### config.mk
export PLATFORM = sky130hd
export DESIGN_NAME = aal_unit
export DESIGN_NICKNAME = d
export VERILOG_FILES = /design/src/aal_pkg.sv /design/src/aal_unit.sv
export VERILOG_INCLUDE_DIRS = /design/src
export SDC_FILE = /design/constraint.sdc
export NUM_CORES = 1
export LEC_CHECK = 0
export ABC_AREA = 1
export BUFFER_PORTS_ARGS = -buffer_cell sky130_fd_sc_hd__buf_2
export CORE_AREA = 3 3 155 157
export DETAILED_ROUTE_END_ITERATION = 10
export DIE_AREA = 0 0 158 160
export PLACE_DENSITY = 0.82
export SYNTH_ARGS = -nofsm -noshare
export SYNTH_HDL_FRONTEND = slang
export SYNTH_SLANG_ARGS = --single-unit
### constraint.sdc
create_clock -name mclk_in -period 4.1 [get_ports mclk_in]
set_input_delay 0.205 -clock mclk_in [delete_from_list [all_inputs] [get_ports mclk_in]]
set_output_delay 0.205 -clock mclk_in [all_outputs]
set_load 0.02 [all_outputs]
### src/aal_cfg.svh
// aal_cfg.svh: constants for the accumulator add / logic unit
// assumes inclusion by the package and the unit; definitions only
`ifndef AAL_CFG_SVH
`define AAL_CFG_SVH
`define AAL_ACC_W        36
`define AAL_WORD_W       16
`define AAL_SIGN_BIT     35
`define AAL_UPPER_MSB    31
`define AAL_UPPER_LSB    16
`define AAL_IMM5_W       5
// status word flag positions
`define AAL_FLAG_C       0
`define AAL_FLAG_V       1
`define AAL_FLAG_Z       2
`define AAL_FLAG_N       3
`define AAL_FLAG_U       4
`define AAL_FLAG_E       5
`define AAL_FLAG_L       6
`define AAL_SR_RESET     16'h0000
// cycle counts per operand form
`define AAL_CYC_REG      4'h2
`define AAL_CYC_SHORT    4'h4
`define AAL_CYC_LONG     4'h6
`define AAL_CYC_RMW_S    4'h6
`define AAL_CYC_RMW_L    4'h8
// register port offsets
`define AAL_OFF_STATUS   4'h0
`define AAL_OFF_ACC_EXT  4'h1
`define AAL_OFF_ACC_HI   4'h2
`define AAL_OFF_ACC_LO   4'h3
`endif

### src/aal_pkg.sv
// aal_pkg.sv: types of the accumulator add / logic unit
// assumes aal_cfg.svh is on the include path
`include "aal_cfg.svh"
package aal_pkg;
    // operation selector
    typedef enum logic [3:0] {
        AAL_OP_ADD_REG,     // 36-bit register add
        AAL_OP_ADD_WORD_REG,// 16-bit register word add
        AAL_OP_ADD_MEM_SP,  // memory word, stack relative
        AAL_OP_ADD_MEM_AA,  // memory word, short absolute
        AAL_OP_ADD_MEM_ABS, // memory word, long absolute
        AAL_OP_ADDM_SP,     // register into memory, stack relative
        AAL_OP_ADDM_ABS,    // register into memory, long absolute
        AAL_OP_ADDM_AA,     // register into memory, short absolute
        AAL_OP_ADD_IMM5,    // unsigned 0..31 immediate
        AAL_OP_ADD_IMM16,   // signed 16-bit immediate
        AAL_OP_ADD_MOVE,    // add with parallel move
        AAL_OP_AND,         // 16-bit logical and
        AAL_OP_IMMEDIATE_MASK_AND         // immediate and (bit-field clear)
    } aal_op_e;
    typedef enum logic [1:0] {AAL_ST_IDLE, AAL_ST_READ, AAL_ST_EXEC, AAL_ST_WRITE} aal_state_e;
    // one instruction request
    typedef struct packed {
        aal_op_e     op;
        logic [35:0] src;          // 36-bit source or 16-bit word in [15:0]
        logic [15:0] imm;          // immediate or bit mask source
        logic        to_status;    // immediate and aimed at the status word
        logic        move_limited; // limiting seen in the parallel / source move
        logic [3:0]  move_cycles;  // parallel move overhead
    } aal_req_s;
    // memory read-modify-write port
    typedef struct packed {
        logic        rd;
        logic        wr;
        logic [15:0] wdata;
    } aal_mem_s;
endpackage

### src/aal_unit.sv
// aal_unit.sv: add, logical and and immediate and over one accumulator
// assumes one 125 MHz clock, sync reset, requests from the decoder on the same clock
// Notes on behaviour
// - move limiting or overflow sets limit flag
// - extension in use sets extension flag
// - negative from bit 35 unless saturated
// - zero flag when whole result zero
// - overflow flag on add overflow
// - carry from bit 35 sets carry
// - register add: 2 cycles, one word
// - memory add: 6, 4, 6 cycles
// - add into memory: 8 or 6 cycles
// - unsigned 0..31 immediate add in 4
// - signed 16-bit immediate add in 6
// - add with move: 2 plus move
// - and touches only bits 31-16
// - and negative flag from bit 31
// - and zero flag on bits 31-16
// - register and takes 2 cycles
// - immediate and clears with inverted mask
// - immediate and reads then writes destination
// - carry set when all masked bits of a memory destination set
// - limit flag on 36-bit source limiting
// - word operand added at upper word
`timescale 1ns/1ps
`include "aal_cfg.svh"
module aal_unit
    import aal_pkg::*;
(
    input  wire logic        mclk_in,
    input  wire logic        rstn_in,
    input  wire aal_req_s    req_in,
    input  wire logic        req_valid_in,
    input  wire logic [15:0] mem_rdata_in,
    input  wire logic        mem_rdata_valid_in,
    input  wire logic [3:0]  reg_addr_in,
    input  wire logic [15:0] reg_wdata_in,
    input  wire logic        reg_wr_in,
    input  wire logic        reg_rd_in,
    output aal_mem_s         mem_out,
    output logic [15:0]      reg_rdata_out,
    output logic             busy_out,
    output logic             done_out
);
    aal_state_e  state_ff, nxt_state;
    logic [35:0] acc_ff, nxt_acc;
    logic [15:0] status_word_ff, nxt_status_word;
    logic [3:0]  cnt_ff, nxt_cnt;
    aal_req_s    req_ff, nxt_req;
    logic [15:0] mem_word_ff, nxt_mem_word;
    aal_mem_s    mem_ff, nxt_mem;
    logic        done_ff, nxt_done;
    logic [15:0] rdata_ff, nxt_rdata;
    logic        busy_ff, nxt_busy;

    // operand shaping
    logic [35:0] opnd;
    logic [36:0] sum;
    logic [35:0] res;
    logic        ovf, sat;
    logic [15:0] and_hi, clr_mask, cleared;
    logic        is_mem, is_rmw;

    // word sources land on the upper word, sign extended into the extension
    always_comb begin
        is_mem = (req_ff.op == AAL_OP_ADD_MEM_SP) || (req_ff.op == AAL_OP_ADD_MEM_AA) ||
                 (req_ff.op == AAL_OP_ADD_MEM_ABS);
        is_rmw = (req_ff.op == AAL_OP_ADDM_SP) || (req_ff.op == AAL_OP_ADDM_ABS) ||
                 (req_ff.op == AAL_OP_ADDM_AA);
        unique case (req_ff.op)
            AAL_OP_ADD_REG, AAL_OP_ADD_MOVE:
                opnd = req_ff.src;
            AAL_OP_ADD_IMM5:
                opnd = {15'h0000, req_ff.imm[`AAL_IMM5_W-1:0], 16'h0000};
            AAL_OP_ADD_IMM16:
                opnd = {{4{req_ff.imm[15]}}, req_ff.imm, 16'h0000};
            AAL_OP_ADD_MEM_SP, AAL_OP_ADD_MEM_AA, AAL_OP_ADD_MEM_ABS:
                opnd = {{4{mem_word_ff[15]}}, mem_word_ff, 16'h0000};
            default:
                opnd = {{4{req_ff.src[15]}}, req_ff.src[15:0], 16'h0000};
        endcase
    end

    // 36-bit adder; the memory-destination form adds to the word read back
    always_comb begin
        if (is_rmw) begin
            sum = {1'b0, {{4{mem_word_ff[15]}}, mem_word_ff, 16'h0000}}
                + {1'b0, {{4{req_ff.src[15]}}, req_ff.src[15:0], 16'h0000}};
        end else begin
            sum = {1'b0, acc_ff} + {1'b0, opnd};
        end
        ovf = (acc_ff[`AAL_SIGN_BIT] == opnd[`AAL_SIGN_BIT]) &&
              (sum[`AAL_SIGN_BIT] != acc_ff[`AAL_SIGN_BIT]);
        if (is_rmw) begin
            ovf = (mem_word_ff[15] == req_ff.src[15]) && (sum[`AAL_SIGN_BIT] != mem_word_ff[15]);
        end
        res = sum[35:0];
        sat = 1'b0; // no saturation mode is modelled, so the add result is never saturated
        and_hi = acc_ff[`AAL_UPPER_MSB:`AAL_UPPER_LSB] & req_ff.src[15:0];
        clr_mask = ~req_ff.imm;
        cleared = mem_word_ff & ~clr_mask;
    end

    // sequencer, accumulator and status word
    always_comb begin
        nxt_state = state_ff;
        nxt_acc = acc_ff;
        nxt_status_word = status_word_ff;
        nxt_cnt = cnt_ff;
        nxt_req = req_ff;
        nxt_mem_word = mem_word_ff;
        nxt_mem = '0;
        nxt_done = 1'b0;
        nxt_rdata = 16'h0000;
        unique case (state_ff)
            AAL_ST_IDLE: begin
                if (req_valid_in) begin
                    nxt_req = req_in;
                    // total cycles, counted down to 2 at completion
                    unique case (req_in.op)
                        AAL_OP_ADD_MEM_SP, AAL_OP_ADD_MEM_ABS: nxt_cnt = `AAL_CYC_LONG;
                        AAL_OP_ADD_MEM_AA:                     nxt_cnt = `AAL_CYC_SHORT;
                        AAL_OP_ADDM_SP, AAL_OP_ADDM_ABS:       nxt_cnt = `AAL_CYC_RMW_L;
                        AAL_OP_ADDM_AA:                        nxt_cnt = `AAL_CYC_RMW_S;
                        AAL_OP_ADD_IMM5:                       nxt_cnt = `AAL_CYC_SHORT;
                        AAL_OP_ADD_IMM16:                      nxt_cnt = `AAL_CYC_LONG;
                        AAL_OP_ADD_MOVE:
                            nxt_cnt = 4'(`AAL_CYC_REG + req_in.move_cycles);
                        AAL_OP_IMMEDIATE_MASK_AND:                           nxt_cnt = `AAL_CYC_SHORT;
                        default:                               nxt_cnt = `AAL_CYC_REG;
                    endcase
                    if ((req_in.op == AAL_OP_IMMEDIATE_MASK_AND && !req_in.to_status) ||
                        req_in.op == AAL_OP_ADD_MEM_SP || req_in.op == AAL_OP_ADD_MEM_AA ||
                        req_in.op == AAL_OP_ADD_MEM_ABS || req_in.op == AAL_OP_ADDM_SP ||
                        req_in.op == AAL_OP_ADDM_ABS || req_in.op == AAL_OP_ADDM_AA) begin
                        nxt_mem.rd = 1'b1;
                        nxt_state = AAL_ST_READ;
                    end else begin
                        if (req_in.op == AAL_OP_IMMEDIATE_MASK_AND) begin
                            nxt_mem_word = status_word_ff;
                        end
                        nxt_state = AAL_ST_EXEC;
                    end
                end
            end
            AAL_ST_READ: begin
                nxt_cnt = cnt_ff - 4'h1;
                if (mem_rdata_valid_in) begin
                    nxt_mem_word = mem_rdata_in;
                    nxt_state = AAL_ST_EXEC;
                end
            end
            AAL_ST_EXEC: begin
                if (cnt_ff > `AAL_CYC_REG) begin
                    nxt_cnt = cnt_ff - 4'h1; // pad to the documented count
                end else begin
                    nxt_state = AAL_ST_IDLE;
                    nxt_done = 1'b1;
                    unique case (req_ff.op)
                        AAL_OP_AND: begin
                            nxt_acc[`AAL_UPPER_MSB:`AAL_UPPER_LSB] = and_hi;
                            nxt_status_word[`AAL_FLAG_N] = and_hi[15];
                            nxt_status_word[`AAL_FLAG_Z] = (and_hi == 16'h0000);
                            nxt_status_word[`AAL_FLAG_V] = 1'b0;
                        end
                        AAL_OP_IMMEDIATE_MASK_AND: begin
                            if (req_ff.to_status) begin
                                nxt_status_word = cleared; // status word is its own target
                            end else begin
                                nxt_mem = '{rd: 1'b0, wr: 1'b1, wdata: cleared};
                                nxt_status_word[`AAL_FLAG_C] = ((mem_word_ff & clr_mask) == clr_mask);
                                nxt_status_word[`AAL_FLAG_L] = status_word_ff[`AAL_FLAG_L] | req_ff.move_limited;
                            end
                        end
                        default: begin
                            if (is_rmw) begin
                                nxt_mem = '{rd: 1'b0, wr: 1'b1, wdata: res[31:16]};
                            end else begin
                                nxt_acc = res;
                            end
                            // limit is sticky: set by move limiting or overflow
                            nxt_status_word[`AAL_FLAG_L] = status_word_ff[`AAL_FLAG_L] | ovf |
                                (req_ff.op == AAL_OP_ADD_MOVE && req_ff.move_limited);
                            nxt_status_word[`AAL_FLAG_E] =
                                !((res[35:31] == 5'h00) || (res[35:31] == 5'h1f));
                            if (!sat) begin
                                nxt_status_word[`AAL_FLAG_N] = res[`AAL_SIGN_BIT];
                            end
                            nxt_status_word[`AAL_FLAG_Z] = (res == 36'h0);
                            nxt_status_word[`AAL_FLAG_V] = ovf;
                            nxt_status_word[`AAL_FLAG_C] = sum[`AAL_ACC_W];
                            nxt_status_word[`AAL_FLAG_U] = !(res[31] ^ res[30]);
                        end
                    endcase
                end
            end
            default: begin
                nxt_state = AAL_ST_IDLE;
            end
        endcase
        // software access; an instruction finishing this cycle wins over a write
        if (reg_wr_in && !nxt_done) begin
            unique case (reg_addr_in)
                `AAL_OFF_STATUS:  nxt_status_word = reg_wdata_in;
                `AAL_OFF_ACC_EXT: nxt_acc[35:32] = reg_wdata_in[3:0];
                `AAL_OFF_ACC_HI:  nxt_acc[31:16] = reg_wdata_in;
                `AAL_OFF_ACC_LO:  nxt_acc[15:0] = reg_wdata_in;
                default: ;
            endcase
        end
        if (reg_rd_in) begin
            unique case (reg_addr_in)
                `AAL_OFF_STATUS:  nxt_rdata = status_word_ff;
                `AAL_OFF_ACC_EXT: nxt_rdata = {12'h000, acc_ff[35:32]};
                `AAL_OFF_ACC_HI:  nxt_rdata = acc_ff[31:16];
                `AAL_OFF_ACC_LO:  nxt_rdata = acc_ff[15:0];
                default:          nxt_rdata = 16'h0000;
            endcase
        end
        // busy follows the next state so the port can leave from a flop
        nxt_busy = (nxt_state != AAL_ST_IDLE);
    end

    // sequencer state; the request is held for the whole operation
    always_ff @(posedge mclk_in) begin
        if (!rstn_in) begin
            state_ff    <= AAL_ST_IDLE;
            cnt_ff      <= 4'h0;
            req_ff      <= '0;
            mem_word_ff <= 16'h0000;
        end else begin
            state_ff    <= nxt_state;
            cnt_ff      <= nxt_cnt;
            req_ff      <= nxt_req;
            mem_word_ff <= nxt_mem_word;
        end
    end

    // architectural state: accumulator and status word
    always_ff @(posedge mclk_in) begin
        if (!rstn_in) begin
            acc_ff         <= 36'h0;
            status_word_ff <= `AAL_SR_RESET;
        end else begin
            acc_ff         <= nxt_acc;
            status_word_ff <= nxt_status_word;
        end
    end

    // port registers; every output leaves straight from one of these
    always_ff @(posedge mclk_in) begin
        if (!rstn_in) begin
            mem_ff   <= '0;
            done_ff  <= 1'b0;
            rdata_ff <= 16'h0000;
            busy_ff  <= 1'b0;
        end else begin
            mem_ff   <= nxt_mem;
            done_ff  <= nxt_done;
            rdata_ff <= nxt_rdata;
            busy_ff  <= nxt_busy;
        end
    end

    assign mem_out       = mem_ff;
    assign reg_rdata_out = rdata_ff;
    assign done_out      = done_ff;
    assign busy_out      = busy_ff;
endmodule

* Word level (Yosys, flattened, before mapping)
Index checks and enable logic that the tools add are counted.
** Word-level totals
- Flip-flop bits (word level) :: 168
- Bits of input ports :: 104
- Output and inout port bits :: 36
- Logic and storage cells :: 155
** Operators by class
- Add/subtract/negate cells :: 4
- Magnitude comparators :: 1
- Equality and inequality tests :: 37
- Muxes and demuxes :: 48
- Bitwise logic cells :: 11
- Reduce and logical (&&, ||, !) cells :: 38
** Operator list (count)
- $mux 16 :: 11
- $mux 36 :: 4
- $pmux 36 s4 :: 1
- $add 36x36->37 :: 2
- $pmux 16 s2 :: 2
- $pmux 16 s4 :: 1
- $and 16x16->16 :: 3
- $mux 37 :: 1
- $eq 4x4->1 const B :: 9
- $logic_not 36->1 :: 1
- $mux 17 :: 2
- $pmux 17 s2 :: 1
- $eq 4x3->1 const B :: 8
- $not 16->16 :: 2
- $eq 4x2->1 const B :: 6
- $mux 9 :: 2
- $eq 16x16->1 :: 1
- $logic_not 16->1 :: 1
- $mux 4 :: 4
- $pmux 4 s4 :: 1
- $pmux 3 s2 :: 2
- $pmux 4 s3 :: 1
- $ne 2x2->1 const B :: 5
- $logic_or 1x1->1 :: 9
- 30 further kinds :: 59

* Logic depth before layout (Yosys ltp)
- Depth in word-level cells :: 15
- Mapped depth :: 35

* Least setup slack after synthesis
No wires, ideal clock.
- Kind :: register to register
- Start :: register req_ff[59] in the netlist's numbering
- End :: register status_word_ff[2]
- Setup time :: 0.066 ns
- Arrival :: 4.031 ns
- Data required time :: 4.034 ns
- Path slack :: 0.002 ns
- Cell stages (with the launch flop) :: 34
- Buffers on the path :: 1
- Period minus slack after synthesis :: 4.098 ns
- Path through :: dfxtp_1 > nor2_1 > a22oi_1 > inv_1 > nor3_1 > inv_1 > buf_2 > o211ai_1 > ha_1 > nand2_1 > nand2_1 > o21bai_1 > a21oi_1 > nand3_2 > a21oi_1 > inv_1 > a21oi_1 > nand2_1 > nand2_1 > o21ai_0 > inv_1 > ha_1 > nand4_1 > nor2_1 > nand3b_1 > nor2_1 > nand2_1 > nor2_1 > nand3_1 > nor2_1 > nand3_1 > nand2_1 > nand2_1 > a21oi_2
** On the way
- Longest elaborated chain between the ends :: 11
- Elaborated cells between the ends (all ways) :: 25
- Those cells by class :: add/sub: 1; eq/ne: 11; mux: 7; reduce/logical: 6
** RTL lines
- start, declared :: RTL line aal_unit.sv:49 : aal_req_s req_ff, nxt_req;
- start signal, assigned :: RTL line aal_unit.sv:234 : req_ff <= nxt_req;
- $eq 4x2->1 (tied with other cells) :: RTL line aal_unit.sv:70 : unique case (req_ff.op)
- $reduce_or 3->1 or $reduce_or 2->1 (tied branches) :: RTL line aal_unit.sv:70
- $pmux 36 s4 :: RTL line aal_unit.sv:70
- $add 36x36->37 :: RTL line aal_unit.sv:90 : sum = {1'b0, acc_ff} + {1'b0, opnd};
- $mux 37 :: RTL line aal_unit.sv:86 : if (is_rmw) begin
- $logic_not 36->1 :: RTL line aal_unit.sv:189 : nxt_status_word[`AAL_FLAG_Z] = (res == 36'h0);
- $pmux 3 s2 (*) :: RTL line aal_unit.sv:159 : unique case (req_ff.op)
- $mux 16 (*) :: RTL line aal_unit.sv:154 : if (cnt_ff > `AAL_CYC_REG) begin
- $mux 16 (*) :: RTL line aal_unit.sv:115 : unique case (state_ff)
- $mux 16 :: RTL line aal_unit.sv:203 : unique case (reg_addr_in)
- $mux 16 (*) :: RTL line aal_unit.sv:202 : if (reg_wr_in && !nxt_done) begin
- end signal, assigned :: RTL line aal_unit.sv:243 : status_word_ff <= `AAL_SR_RESET;
- end signal, assigned :: RTL line aal_unit.sv:246 : status_word_ff <= nxt_status_word;
- end, declared :: RTL line aal_unit.sv:47 : logic [15:0] status_word_ff, nxt_status_word;
Mark *: on every way between the ends. The rest lies on a longest branch, timed or not.
A chain may end at the register's enable or synchronous reset.

* Worst setup path after layout
Same ends and word-level chain as after synthesis.

==> run metrics <==
post-DP HPWL 42.3 mm; row count 55; CTS root buf clkbuf_16; largest net degree at the start of global routing 107; Slew Viols, Final 0; count of final setup violators 1; Cell Area, Synth 0.0119 mm2; Reg-to-Reg Start req_ff[59]; peak supply drop 0.306 mV; min setup slack post-route -0.108 ns; startpoint types flip-flop; min Tclk post-route 4.21 ns; detail-routed via count per cell 5.93; setup TNS -0.108 ns; measured slew at the worst slew-check pin 1.07 ns; Mapped Avg Cell Area 6.29 um2; first-pass GRT wire length 77.5 mm; critical hold path startpoint req_in[40]; TritonCTS clock tree done; hold_buf cts 0; global-route track usage on met1 0.539; fmax 0.238 GHz; critical path class reg2reg; Fillers 2093; Crit Reg-Reg Endpoint status_word_ff[2]; core area 0.0226 mm2; CP Capture Type flip-flop; sequential share of the synthesized area 0.282; Reg2Reg Setup Slack -0.11 ns; vias in the first global route 13260; antenna viol nets, final 0; clk_skew 0.0300 ns; IO buf count 139; fin crit share 1.03; number of cells on the worst hold path 3; slowest stage delay, CP 0.37 ns; layout cells sized above 1 0.211; # DRC 0; htree depth 4; Yosys warning count 0; die width 158 um; relative slew slack 0.284; RSZ-0062 raised after global routing yes; worst path required time 4.49 ns; synth unique cells 56; Top Ports 140; # diodes 0; R2R cell count 33; Starting Density 0.527; Die Span Y 160 um; PwrDens 373 mW/mm2; CTS clk-pin slew, worst paths 0.09 ns; dominant cells by area after synthesis dfxtp_1 (28%), nand2_1 (14%), o21ai_0 (8.1%); GRT Overall Usage 0.405; final hold viol count 7; via count 14476; Top cell by count, worst path nand2_1; Yosys reg bits 168; failing checks negative hold slack, negative setup slack; CP Data Arrival Time 4.60 ns; Layout area overhead 24.0%; maxcap violations 0; hold_ws -0.00549 ns; Syn Nets 2061; Post-Syn Instances 1895; Inserted Clock Buffers 17; Slowest cell on crit path dfxtp_4; worst skew pair latency 0.47 ns; pre-CTS WS -0.337 ns; Lkg Pwr 0.00733 uW; drt wl/cell 21.6 um; Hold Path End req_ff[40]; final WL 52.8 mm; FF/Latch Area 0.00337 mm2; CTS max path bufs 2; area of the multi-input gates 0.00757 mm2; global route hottest layer met2; CP max FO 5; M3 GR Usage 0.0989; GR Overflow Total 0; drt pass-1 iters 6; nets@finish 2309; area of the die 0.0253 mm2; outcome finished with violations; Final Wtd Congestion 1.07; final instance area 0.0148 mm2; Sink Count 168; met2 global-route usage 0.616; Area after DPL 0.0138 mm2; post-synth top area share 0.282; HP Class in2reg; 1st-iter DRT viols 1758; cell taking the most area after synthesis dfxtp_1; antenna violations before repair 0
==> cells in the mapped netlist, drive strengths merged <==
cell type	count
and2	1
buf	17
clkbuf	48
and3	1
a221oi	18
nand3	88
o211a	5
or2	8
nor2	220
o41ai	1
o2111ai	2
ha	60
a31oi	11
o211ai	23
nor4	3
o22ai	11
inv	252
o221a	1
a22oi	18
nand3b	13
o221ai	11
clkinv	2
nand4	10
xnor2	3
o21bai	8
a21oi	188
dfxtp	168
a21o	3
o21ai	198
fa	2
nand2	466
nor3b	2
a2111oi	1
a211oi	9
and2b	1
nor3	17
xor2	5
==> state kept, by name (all words and copies together), names as in the netlist <==
name and count:
state_ff 2, req_ff 58, status_word_ff 16, reg_rdata_out 16
acc_ff 36, done_out 1, busy_out 1, mem_out 18
mem_word_ff 16, cnt_ff 4
==> cell type report <==
class / count / area share
Clock buffer: 17 / 0.0288
Clock inverter: 15 / 0.0141
Inverter: 254 / 0.0646
Multi-Input combinational cell: 1408 / 0.512
Sequential cell: 168 / 0.228
Tap cell: 285 / 0.0241
Timing Repair Buffer: 294 / 0.128
==> per-stage QoR <==
step	instances	power (uW)	util
floorplan	1895	2840	-
global placement	2399	3610	0.610
detailed placement	2399	3620	0.610
CTS	2432	5370	0.641
global route	2441	5730	0.653
finish	2441	5510	0.653
==> layout by cell type (no fill, tap or decap), types with 8 or more instances in the layout <==
cell | netlist | final
o21ai_0 | 192 | 188
o221ai_1 | 11 | 11
inv_2 | 9 | 14
a31oi_1 | 11 | 11
a221oi_1 | 18 | 18
nand2_2 | 19 | 35
nor2_1 | 205 | 194
nor3_1 | 15 | 13
buf_2 | 10 | 139
a21oi_2 | 9 | 18
o22ai_1 | 11 | 10
ha_1 | 60 | 57
clkbuf_16 | 0 | 17
nor2_4 | 8 | 13
nand3b_1 | 13 | 13
o21ai_1 | 4 | 8
nand3_1 | 84 | 84
nand4_1 | 10 | 10
a21oi_1 | 179 | 169
a211oi_1 | 9 | 9
nor2_2 | 6 | 12
inv_1 | 242 | 237
o211ai_1 | 23 | 23
nand2_1 | 446 | 430
buf_4 | 3 | 149
a22oi_1 | 18 | 12
dfxtp_1 | 168 | 165
==> worst max-delay path, delay by kind of cell (launching register included) <==
family,cells,cell delay (ns)
flip-flops,1,0.37
AO/OA/AOI/OAI,7,1.06
adder cells (fa/ha/maj),2,0.52
buffers and inverters,6,0.61
AND/OR/NAND/NOR,18,1.57
==> power by group <==
part	switching, uW	internal [uW]	leakage (uW)	total (uW)
clock network	914	850	0.000304	1760
registers	131	1740	0.00137	1870
logic	1160	715	0.00565	1870
total	2200	3310	0.00733	5510
==> logic make-up (layout without fill, tap and decap cells) <==
logic type / after synthesis / count (layout) / share of synthesized area
xor+xnor: 8 / 8 / 0.00588
flops: 168 / 168 / 0.282
fa+ha+maj: 62 / 62 / 0.0663
compound gates: 508 / 508 / 0.245
simple gates: 830 / 830 / 0.298
buf+inv: 319 / 580 / 0.103
==> worst max-delay path by stage <==
stage                    start                 to  slack (ns)  depth (start not counted)
global placement    req_ff[61]  status_word_ff[2]        -0.1                         33
finish              req_ff[59]  status_word_ff[2]       -0.11                         33
CTS                 req_ff[59]  status_word_ff[2]       -0.01                         33
detailed placement  req_ff[61]  status_word_ff[2]       -0.34                         32
floorplan           req_ff[59]  status_word_ff[2]       0.002                         33
global route        req_ff[59]  status_word_ff[2]       -0.46                         34
==> what timing repair did <==
action / CTS / global route
gates cloned: 0 / 0
pin swaps: 3 / 35
setup endpoints to repair: 3 / 5
resized for setup: 18 / 58
setup buffers: 1 / 9
hold endpoints to repair: 0 / 0
==> metal layers <==
metal  wire [um]  vias up
li1            -     6790
met1       21000     6568
met2       22700      929
met3        6010      189
met4        3080        0
met5           0        -
(Power assumes the default switching activity.)
